<file path="src/hdl/ccap_map.svh">
`ifndef CCAP_MAP_SVH
`define CCAP_MAP_SVH

// ----------------------------------------
// Register offsets (byte addresses)
// ----------------------------------------
`define CCAP_OFS_CTRL      8'h00
`define CCAP_OFS_C2_RISE   8'h04
`define CCAP_OFS_C2_FALL   8'h08
`define CCAP_OFS_C3_RISE   8'h0c
`define CCAP_OFS_C3_FALL   8'h10
`define CCAP_OFS_MODE      8'h14

// ----------------------------------------
// Control register fields
// ----------------------------------------
`define CCAP_B_CH2_INPUT_INVERT        0
`define CCAP_B_RIE2        1
`define CCAP_B_FIE2        2
`define CCAP_B_EN2         3
`define CCAP_B_FLG2        4
`define CCAP_B_RLI2        6
`define CCAP_B_FLI2        7
`define CCAP_B_CH3_INPUT_INVERT        16
`define CCAP_B_RIE3        17
`define CCAP_B_FIE3        18
`define CCAP_B_EN3         19
`define CCAP_B_FLG3        20
`define CCAP_B_RLI3        22
`define CCAP_B_FLI3        23

// Mode register: bit 0 clear mode, bit 1 low-density variant
`define CCAP_B_CLRMODE     0
`define CCAP_B_LOWDENS     1

// ----------------------------------------
// Reset values and bus answers
// ----------------------------------------
`define CCAP_CTRL_RST      32'h0000_0000
`define CCAP_LATCH_RST     16'h0000
`define CCAP_RESP_OKAY     2'b00
`define CCAP_RESP_SLVERR   2'b10

`endif

</file>
<file path="src/hdl/ccap_pkg.sv">
package ccap_pkg;
   // Counter width of the group down-counter
   typedef logic [15:0] ccap_count_t;
   // Write-side handshake state, Gray along the path
   typedef enum logic [1:0] {
      CCAP_W_IDLE = 2'b00,
      CCAP_W_RESP = 2'b01
   } ccap_wstate_t;
endpackage

</file>
<file path="src/hdl/ccap_capture_ctrl.sv">
`timescale 1ns/10ps
`include "ccap_map.svh"
module ccap_capture_ctrl (
   // Clock and reset
   input  wire logic                  aclk,
   input  wire logic                  aresetn,
   // Capture pins and group counter
   input  wire logic                  cap_pin2,
   input  wire logic                  cap_pin3,
   input  wire ccap_pkg::ccap_count_t group_count,
   // Interrupt
   output logic                       capture_irq,
   // AXI4-Lite write address
   input  wire logic [7:0]            s_axi_awaddr,
   input  wire logic                  s_axi_awvalid,
   output logic                       s_axi_awready,
   // AXI4-Lite write data
   input  wire logic [31:0]           s_axi_wdata,
   input  wire logic [3:0]            s_axi_wstrb,
   input  wire logic                  s_axi_wvalid,
   output logic                       s_axi_wready,
   // AXI4-Lite write response
   output logic [1:0]                 s_axi_bresp,
   output logic                       s_axi_bvalid,
   input  wire logic                  s_axi_bready,
   // AXI4-Lite read address
   input  wire logic [7:0]            s_axi_araddr,
   input  wire logic                  s_axi_arvalid,
   output logic                       s_axi_arready,
   // AXI4-Lite read data
   output logic [31:0]                s_axi_rdata,
   output logic [1:0]                 s_axi_rresp,
   output logic                       s_axi_rvalid,
   input  wire logic                  s_axi_rready
);

   // ----------------------------------------
   // State
   // ----------------------------------------
   logic [31:0]           ctrl;          // Control register image
   logic                  clear_mode;    // Indicator clear polarity (low density)
   logic                  low_density;   // Selects low-density clear behaviour
   ccap_pkg::ccap_count_t c2_rise;       // Channel 2 rising latch
   ccap_pkg::ccap_count_t c2_fall;       // Channel 2 falling latch
   ccap_pkg::ccap_count_t c3_rise;       // Channel 3 rising latch
   ccap_pkg::ccap_count_t c3_fall;       // Channel 3 falling latch
   logic [1:0]            sync_a;        // First synchroniser stage
   logic [1:0]            sync_b;        // Second synchroniser stage
   logic [1:0]            prev_lvl;      // Previous optionally inverted level
   logic [7:0]            aw_addr;       // Held write address
   logic                  aw_have;       // Write address taken
   logic [31:0]           w_data;        // Held write data
   logic [3:0]            w_strb;        // Held write strobes
   logic                  w_have;        // Write data taken
   ccap_pkg::ccap_wstate_t wstate;       // Write response state

   // ----------------------------------------
   // Helpers
   // ----------------------------------------
   // Zero-extend a latch for reading
   function automatic logic [31:0] ext16(input ccap_pkg::ccap_count_t v);
      ext16 = {16'h0000, v};
   endfunction

   // New indicator value after a write; set wins over clear
   function automatic logic ind_next(input logic cur, input logic wbit,
                                     input logic wr, input logic set,
                                     input logic lowd, input logic mode);
      logic clr;
      clr = 1'b0;
      if (wr) begin
         if (lowd) begin
            clr = (wbit == mode);
         end else begin
            clr = ~wbit;
         end
      end
      ind_next = set | (cur & ~clr);
   endfunction

   // ----------------------------------------
   // Input path
   // ----------------------------------------
   logic [1:0] lvl;      // Synchronised, optionally inverted
   logic [1:0] rise_ev;  // Rising edge seen
   logic [1:0] fall_ev;  // Falling edge seen
   logic [1:0] cap_en;   // Capture enables per channel
   logic [1:0] rise_ie;  // Rising interrupt enables
   logic [1:0] fall_ie;  // Falling interrupt enables

   assign cap_en  = {ctrl[`CCAP_B_EN3], ctrl[`CCAP_B_EN2]};
   assign rise_ie = {ctrl[`CCAP_B_RIE3], ctrl[`CCAP_B_RIE2]};
   assign fall_ie = {ctrl[`CCAP_B_FIE3], ctrl[`CCAP_B_FIE2]};
   // Inversion before edge detection
   assign lvl[0]  = sync_b[0] ^ ctrl[`CCAP_B_CH2_INPUT_INVERT];
   assign lvl[1]  = sync_b[1] ^ ctrl[`CCAP_B_CH3_INPUT_INVERT];
   // Toggling the invert bit alone also makes an edge, as the pin would
   assign rise_ev = lvl & ~prev_lvl & cap_en;
   assign fall_ev = ~lvl & prev_lvl & cap_en;

   // Two-stage synchroniser; stage one is read only by stage two
   always_ff @(posedge aclk) begin
      if (!aresetn) begin
         sync_a <= 2'b00;
         sync_b <= 2'b00;
      end else begin
         sync_a <= {cap_pin3, cap_pin2};
         sync_b <= sync_a;
      end
   end

   // Level history for single detection of each edge
   always_ff @(posedge aclk) begin
      if (!aresetn) begin
         prev_lvl <= 2'b00;
      end else begin
         prev_lvl <= lvl;
      end
   end

   // Latch the counter on enabled edges
   always_ff @(posedge aclk) begin
      if (!aresetn) begin
         c2_rise <= `CCAP_LATCH_RST;
         c2_fall <= `CCAP_LATCH_RST;
         c3_rise <= `CCAP_LATCH_RST;
         c3_fall <= `CCAP_LATCH_RST;
      end else begin
         if (rise_ev[0]) begin
            c2_rise <= group_count;
         end
         if (fall_ev[0]) begin
            c2_fall <= group_count;
         end
         if (rise_ev[1]) begin
            c3_rise <= group_count;
         end
         if (fall_ev[1]) begin
            c3_fall <= group_count;
         end
      end
   end

   // ----------------------------------------
   // Write channel
   // ----------------------------------------
   logic do_write;   // Both halves held, perform write
   logic wr_ctrl;    // Write hits control register
   logic wr_mode;    // Write hits mode register
   logic wr_map;     // Write hits a mapped register

   assign do_write = aw_have & w_have & (wstate == ccap_pkg::CCAP_W_IDLE);
   assign wr_ctrl  = do_write & (aw_addr == `CCAP_OFS_CTRL);
   assign wr_mode  = do_write & (aw_addr == `CCAP_OFS_MODE);
   assign wr_map   = (aw_addr == `CCAP_OFS_CTRL) | (aw_addr == `CCAP_OFS_MODE)
                   | (aw_addr == `CCAP_OFS_C2_RISE) | (aw_addr == `CCAP_OFS_C2_FALL)
                   | (aw_addr == `CCAP_OFS_C3_RISE) | (aw_addr == `CCAP_OFS_C3_FALL);

   // Address and data accepted independently, in either order
   always_ff @(posedge aclk) begin
      if (!aresetn) begin
         aw_have       <= 1'b0;
         aw_addr       <= 8'h00;
         s_axi_awready <= 1'b0;
      end else begin
         s_axi_awready <= ~aw_have & ~s_axi_awready;
         if (s_axi_awvalid && s_axi_awready) begin
            aw_have       <= 1'b1;
            aw_addr       <= s_axi_awaddr;
            s_axi_awready <= 1'b0;
         end else if (do_write) begin
            aw_have <= 1'b0;
         end
      end
   end

   // Write data capture
   always_ff @(posedge aclk) begin
      if (!aresetn) begin
         w_have       <= 1'b0;
         w_data       <= 32'h0000_0000;
         w_strb       <= 4'h0;
         s_axi_wready <= 1'b0;
      end else begin
         s_axi_wready <= ~w_have & ~s_axi_wready;
         if (s_axi_wvalid && s_axi_wready) begin
            w_have       <= 1'b1;
            w_data       <= s_axi_wdata;
            w_strb       <= s_axi_wstrb;
            s_axi_wready <= 1'b0;
         end else if (do_write) begin
            w_have <= 1'b0;
         end
      end
   end

   // Write response; unmapped address answers SLVERR
   always_ff @(posedge aclk) begin
      if (!aresetn) begin
         wstate       <= ccap_pkg::CCAP_W_IDLE;
         s_axi_bvalid <= 1'b0;
         s_axi_bresp  <= `CCAP_RESP_OKAY;
      end else begin
         case (wstate)
            ccap_pkg::CCAP_W_IDLE: begin
               if (do_write) begin
                  wstate       <= ccap_pkg::CCAP_W_RESP;
                  s_axi_bvalid <= 1'b1;
                  s_axi_bresp  <= wr_map ? `CCAP_RESP_OKAY : `CCAP_RESP_SLVERR;
               end
            end
            ccap_pkg::CCAP_W_RESP: begin
               if (s_axi_bready) begin
                  wstate       <= ccap_pkg::CCAP_W_IDLE;
                  s_axi_bvalid <= 1'b0;
               end
            end
            default: begin
               wstate       <= ccap_pkg::CCAP_W_IDLE;
               s_axi_bvalid <= 1'b0;
            end
         endcase
      end
   end

   // ----------------------------------------
   // Control register
   // ----------------------------------------
   logic lo_wr;   // Byte lane 0 written
   logic hi_wr;   // Byte lane 2 written

   assign lo_wr = wr_ctrl & w_strb[0];
   assign hi_wr = wr_ctrl & w_strb[2];

   // Config bits, indicators and flags; hardware set wins over clear
   always_ff @(posedge aclk) begin
      if (!aresetn) begin
         ctrl <= `CCAP_CTRL_RST;
      end else begin
         if (lo_wr) begin
            ctrl[3:0] <= w_data[3:0];
         end
         if (hi_wr) begin
            ctrl[19:16] <= w_data[19:16];
         end
         ctrl[`CCAP_B_FLG2] <= ((rise_ev[0] & rise_ie[0]) | (fall_ev[0] & fall_ie[0]))
                             | (ctrl[`CCAP_B_FLG2] & ~(lo_wr & w_data[`CCAP_B_FLG2]));
         ctrl[`CCAP_B_FLG3] <= ((rise_ev[1] & rise_ie[1]) | (fall_ev[1] & fall_ie[1]))
                             | (ctrl[`CCAP_B_FLG3] & ~(hi_wr & w_data[`CCAP_B_FLG3]));
         ctrl[`CCAP_B_RLI2] <= ind_next(ctrl[`CCAP_B_RLI2], w_data[`CCAP_B_RLI2], lo_wr,
                                        rise_ev[0], low_density, clear_mode);
         ctrl[`CCAP_B_FLI2] <= ind_next(ctrl[`CCAP_B_FLI2], w_data[`CCAP_B_FLI2], lo_wr,
                                        fall_ev[0], low_density, clear_mode);
         ctrl[`CCAP_B_RLI3] <= ind_next(ctrl[`CCAP_B_RLI3], w_data[`CCAP_B_RLI3], hi_wr,
                                        rise_ev[1], low_density, clear_mode);
         ctrl[`CCAP_B_FLI3] <= ind_next(ctrl[`CCAP_B_FLI3], w_data[`CCAP_B_FLI3], hi_wr,
                                        fall_ev[1], low_density, clear_mode);
         ctrl[5]     <= 1'b0;
         ctrl[15:8]  <= 8'h00;
         ctrl[21]    <= 1'b0;
         ctrl[31:24] <= 8'h00;
      end
   end

   // Mode register: clear polarity and variant select
   always_ff @(posedge aclk) begin
      if (!aresetn) begin
         clear_mode  <= 1'b0;
         low_density <= 1'b0;
      end else if (wr_mode && w_strb[0]) begin
         clear_mode  <= w_data[`CCAP_B_CLRMODE];
         low_density <= w_data[`CCAP_B_LOWDENS];
      end
   end

   // Interrupt: flag only counts while its channel is enabled
   always_ff @(posedge aclk) begin
      if (!aresetn) begin
         capture_irq <= 1'b0;
      end else begin
         capture_irq <= (ctrl[`CCAP_B_FLG2] & ctrl[`CCAP_B_EN2])
                      | (ctrl[`CCAP_B_FLG3] & ctrl[`CCAP_B_EN3]);
      end
   end

   // ----------------------------------------
   // Read channel
   // ----------------------------------------
   logic [31:0] rd_val;  // Decoded read value
   logic        rd_ok;   // Read hits a mapped register

   // Read decode
   always_comb begin
      rd_ok  = 1'b1;
      rd_val = 32'h0000_0000;
      case (s_axi_araddr)
         `CCAP_OFS_CTRL:    rd_val = ctrl;
         `CCAP_OFS_C2_RISE: rd_val = ext16(c2_rise);
         `CCAP_OFS_C2_FALL: rd_val = ext16(c2_fall);
         `CCAP_OFS_C3_RISE: rd_val = ext16(c3_rise);
         `CCAP_OFS_C3_FALL: rd_val = ext16(c3_fall);
         `CCAP_OFS_MODE:    rd_val = {30'h0000_0000, low_density, clear_mode};
         default:           rd_ok  = 1'b0;
      endcase
   end

   // One read at a time; arready pulses when idle
   always_ff @(posedge aclk) begin
      if (!aresetn) begin
         s_axi_arready <= 1'b0;
         s_axi_rvalid  <= 1'b0;
         s_axi_rdata   <= 32'h0000_0000;
         s_axi_rresp   <= `CCAP_RESP_OKAY;
      end else begin
         // Ready must not wait for valid to drop, or a held request stalls
         s_axi_arready <= ~s_axi_rvalid & ~s_axi_arready;
         if (s_axi_arvalid && s_axi_arready) begin
            s_axi_arready <= 1'b0;
            s_axi_rvalid  <= 1'b1;
            s_axi_rdata   <= rd_val;
            s_axi_rresp   <= rd_ok ? `CCAP_RESP_OKAY : `CCAP_RESP_SLVERR;
         end else if (s_axi_rvalid && s_axi_rready) begin
            s_axi_rvalid <= 1'b0;
         end
      end
   end

endmodule

</file>
<file path="config.mk">
export PLATFORM = sky130hd
export DESIGN_NAME = ccap_capture_ctrl
export DESIGN_NICKNAME = d
export VERILOG_FILES = /design/src/hdl/ccap_pkg.sv /design/src/hdl/ccap_capture_ctrl.sv
export VERILOG_INCLUDE_DIRS = /design/src /design/src/hdl
export SDC_FILE = /design/constraint.sdc
export NUM_CORES = 1
export LEC_CHECK = 0
export BUFFER_PORTS_ARGS = -buffer_cell sky130_fd_sc_hd__buf_2
export CAP_MARGIN = 20
export CORE_UTILIZATION = 48
export DETAILED_ROUTE_END_ITERATION = 8
export HOLD_SLACK_MARGIN = 0.02
export PLACE_DENSITY = 0.68
export SLEW_MARGIN = 20
export SYNTH_ARGS = -nofsm -noshare
export SYNTH_HDL_FRONTEND = slang
export SYNTH_SLANG_ARGS = --single-unit
</file>
<file path="constraint.sdc">
create_clock -name aclk -period 4.5 [get_ports aclk]
set_input_delay 0 -clock aclk [delete_from_list [all_inputs] [get_ports aclk]]
set_output_delay 0 -clock aclk [all_outputs]
set_load 0.1 [all_outputs]
</file>
==> results.toml <==
[run_status]
status = "finished, final reports clean"

[global_routing]
grt_pass1_wl_mm = 23.8
grt_max_degree = 95
grt_remaining_overflow = 0
antenna_found_initial = 0
grt_util_all_layers = 0.240
grt_pass1_vias = 4870

[final_layout]
layout_commonest_cell = "nand2_1"
final_area_sq_um = 7490
num_antenna_cells = 0
drive_above_1_share = 0.176
areaGrowthSynthToFinish_pct = 26.1
most-common-layout-cells = "nand2_1, dfxtp_1, a21boi_0"
finalNetCount = 853

[timing]
setup_tns_ps = 0
fin_ws_ps = 2500
fin_crit_sh = 0.445
fin_skew_ps = 9.06
hold_viol_final = 0
relSlewSlack = 0.396
worst_pin_slew_ps = 905
rsz0062_at_grt = "no"
period_needed_ps = 2000
setup_viol = 0
fmax_ghz = 0.500
slew_violations = 0

[die]
dieArea_sq_um = 12800
die_w_microns = 113
initial_utilization = 0.494
die_y_microns = 113
num_rows = 40
core_area_sq_um = 12000
ioPinCount = 119

[power]
netSwitchingFraction = 0.234
p_switching_uw = 686
pwr-share-comb = 0.079
clockPowerShare = 0.477
p_per_area_nw_per_um2 = 391
internal_power_mw = 2.24
finalPower_mw = 2.93
p_seq_frac = 0.444
p_leak_nw = 2.74
irDropWorstVdd_uv = 237

[hold_path]
min_path_cells = 5
min_path_type = "primary input to flip-flop"

[clock_network]
cts-resized-gates = 0
htree_levels = 4
cts_tree = "built"
clk_latency_ps = 420
cts_buffers = 17
path_clk_slew_ps = 60
clock-sinks = 143
root_buffer = "clkbuf_16"
cts.path.max_buffers = 2

[route]
first_iter_violations = 310
routedWlPerCell_microns = 15.7
ant_nets = 0
dr.pass1.iters = 5
routed_wl_mm = 14.7
viasPerCell = 5.35
drc = 0
num_vias = 5011

[yosys]
avgSynthCellArea_sq_um = 9.02
ys_warn_count = 0
synth_edf_count = 0
async_reset_ff_frac = 0
yosysTopAreaCellShare = 0.482
synth-main-ff-cell = "dfxtp_1"
yosysUniqueCellTypes = 46
yosys.area.top_type = "dfxtp_1"
synthCells = 658
ys_ff_latch = 143
synthTopCellsByArea = "dfxtp_1, a21boi_0, nand2_1, mux2i_1, a22oi_1"
yosysSeqAreaShare = 0.482
synthesis.area_sq_um = 5940

[placement]
place_hpwl_mm = 9.38
dp_slack_ps = 2490
post_dp_cell_area_sq_um = 6360
gp_congestion = 0.782
portBuffers = 87

[critical_path]
crit_required_ps = 4840
arrival_ps = 2340
cp_max_fo = 5
worst_setup_path_end_kind = "flip-flop"
rr_worst_depth = 4
critical_path_class = "flip-flop to flip-flop"
start_kind = "flip-flop"

[run]
cap_violations = 0
-- repair_timing --
item / 4_1_cts / 5_1_grt
endpoints found under the hold margin: 93 / 0
setup buffers: 0 / 0
hold buffers: 53 / 0
setup endpoints to repair: 0 / 0
-- path summary, 6_finish.rpt --
kind                   start              to  slack (ps)
min reg2reg        sync_a[0]       sync_b[0]         430
max reg2reg       aw_addr[0]      clear_mode        2500
min          s_axi_araddr[6]  s_axi_rdata[1]          90
max               aw_addr[0]      clear_mode        2500
-- logic make-up (layout without fill, tap and decap cells) --
| kind of cell | after synthesis | in the layout | synth area share |
|---|---|---|---|
| AND/OR/NAND/NOR | 259 | 259 | 0.202 |
| multiplexers | 28 | 28 | 0.0582 |
| other | 1 | 11 | 0.000632 |
| XOR/XNOR | 6 | 6 | 0.00885 |
| flip-flops | 143 | 143 | 0.482 |
| AO/OA/AOI/OAI | 163 | 163 | 0.202 |
| buffers and inverters | 58 | 179 | 0.0457 |
-- state kept, by name (all words and copies together), names as in the netlist, 2 cells and up --
| signal | flops |
|---|---|
| sync_a | 2 |
| prev_lvl | 2 |
| ctrl | 14 |
| aw_addr | 8 |
| c3_fall | 16 |
| c2_fall | 16 |
| sync_b | 2 |
| w_data | 14 |
| s_axi_rdata | 23 |
| c2_rise | 16 |
| w_strb | 2 |
| c3_rise | 16 |
-- Yosys cell counts, types with 2 or more instances --
cell        n
inv_1       3
clkbuf_1   36
dfxtp_1   143
mux2_2      2
nor2_1      3
and3_1      3
or3_1       2
or4_1       3
a21boi_0   94
buf_4      11
or3b_2      2
buf_1       3
xnor2_1     2
nor3b_1     4
a22oi_1    23
nor2b_1    20
nand2_1   185
nor3b_2     2
and2_1      6
xor2_1      4
nor3_1      3
nand2b_1    2
a21oi_1     3
a221o_1     3
buf_2       4
mux4_2      5
a31oi_1     4
a22o_1     11
nand3_1    16
o22ai_1     9
o32ai_1     2
o21ai_0    10
mux2i_1    21
a21o_1      2
-- per-layer routing --
layer	GRT usage	vias to the layer above	part of all wire
li1	-	2481	-
met1	0.286	2365	0.44
met2	0.422	148	0.50
met3	0.0584	17	0.045
met4	0.0860	0	0.014
met5	0	-	0
-- layout make-up --
cell class / count / area (sq um)
fillers: 1024 / 4520
inverters: 3 / 11.3
multi-input cells: 467 / 2840
repair buffers: 144 / 996
flip-flops and latches: 143 / 2860
clock inverters: 9 / 106
well taps: 147 / 184
clock buffers: 23 / 488
-- stage by stage --
stage / hold slack [ps] / std cells / util
3_3_place_gp: 206 / 851 / 0.530
4_1_cts: 57.8 / 936 / 0.624
6_report: 88.9 / 936 / 0.624
3_5_place_dp: 211 / 851 / 0.530
5_1_grt: 131 / 936 / 0.624
2_1_floorplan: 127 / 668 / -
-- worst max-delay path: stages (launching register included) --
cell and delay, ps:
dfxtp_1 310, or4_4 560, or4_1 610, nor2_4 210, mux2i_1 230
-- power by group through the flow --
| stage | clock network [mW] | logic (mW) | registers [mW] |
|---|---|---|---|
| floorplan | 0 | 0.126 | 1.35 |
| global placement | 0 | 0.195 | 1.32 |
| detailed placement | 0 | 0.197 | 1.33 |
| CTS | 1.42 | 0.231 | 1.30 |
| global route | 1.47 | 0.249 | 1.30 |
| finish | 1.40 | 0.232 | 1.30 |
Note: power is estimated with default switching activity, not from simulation.
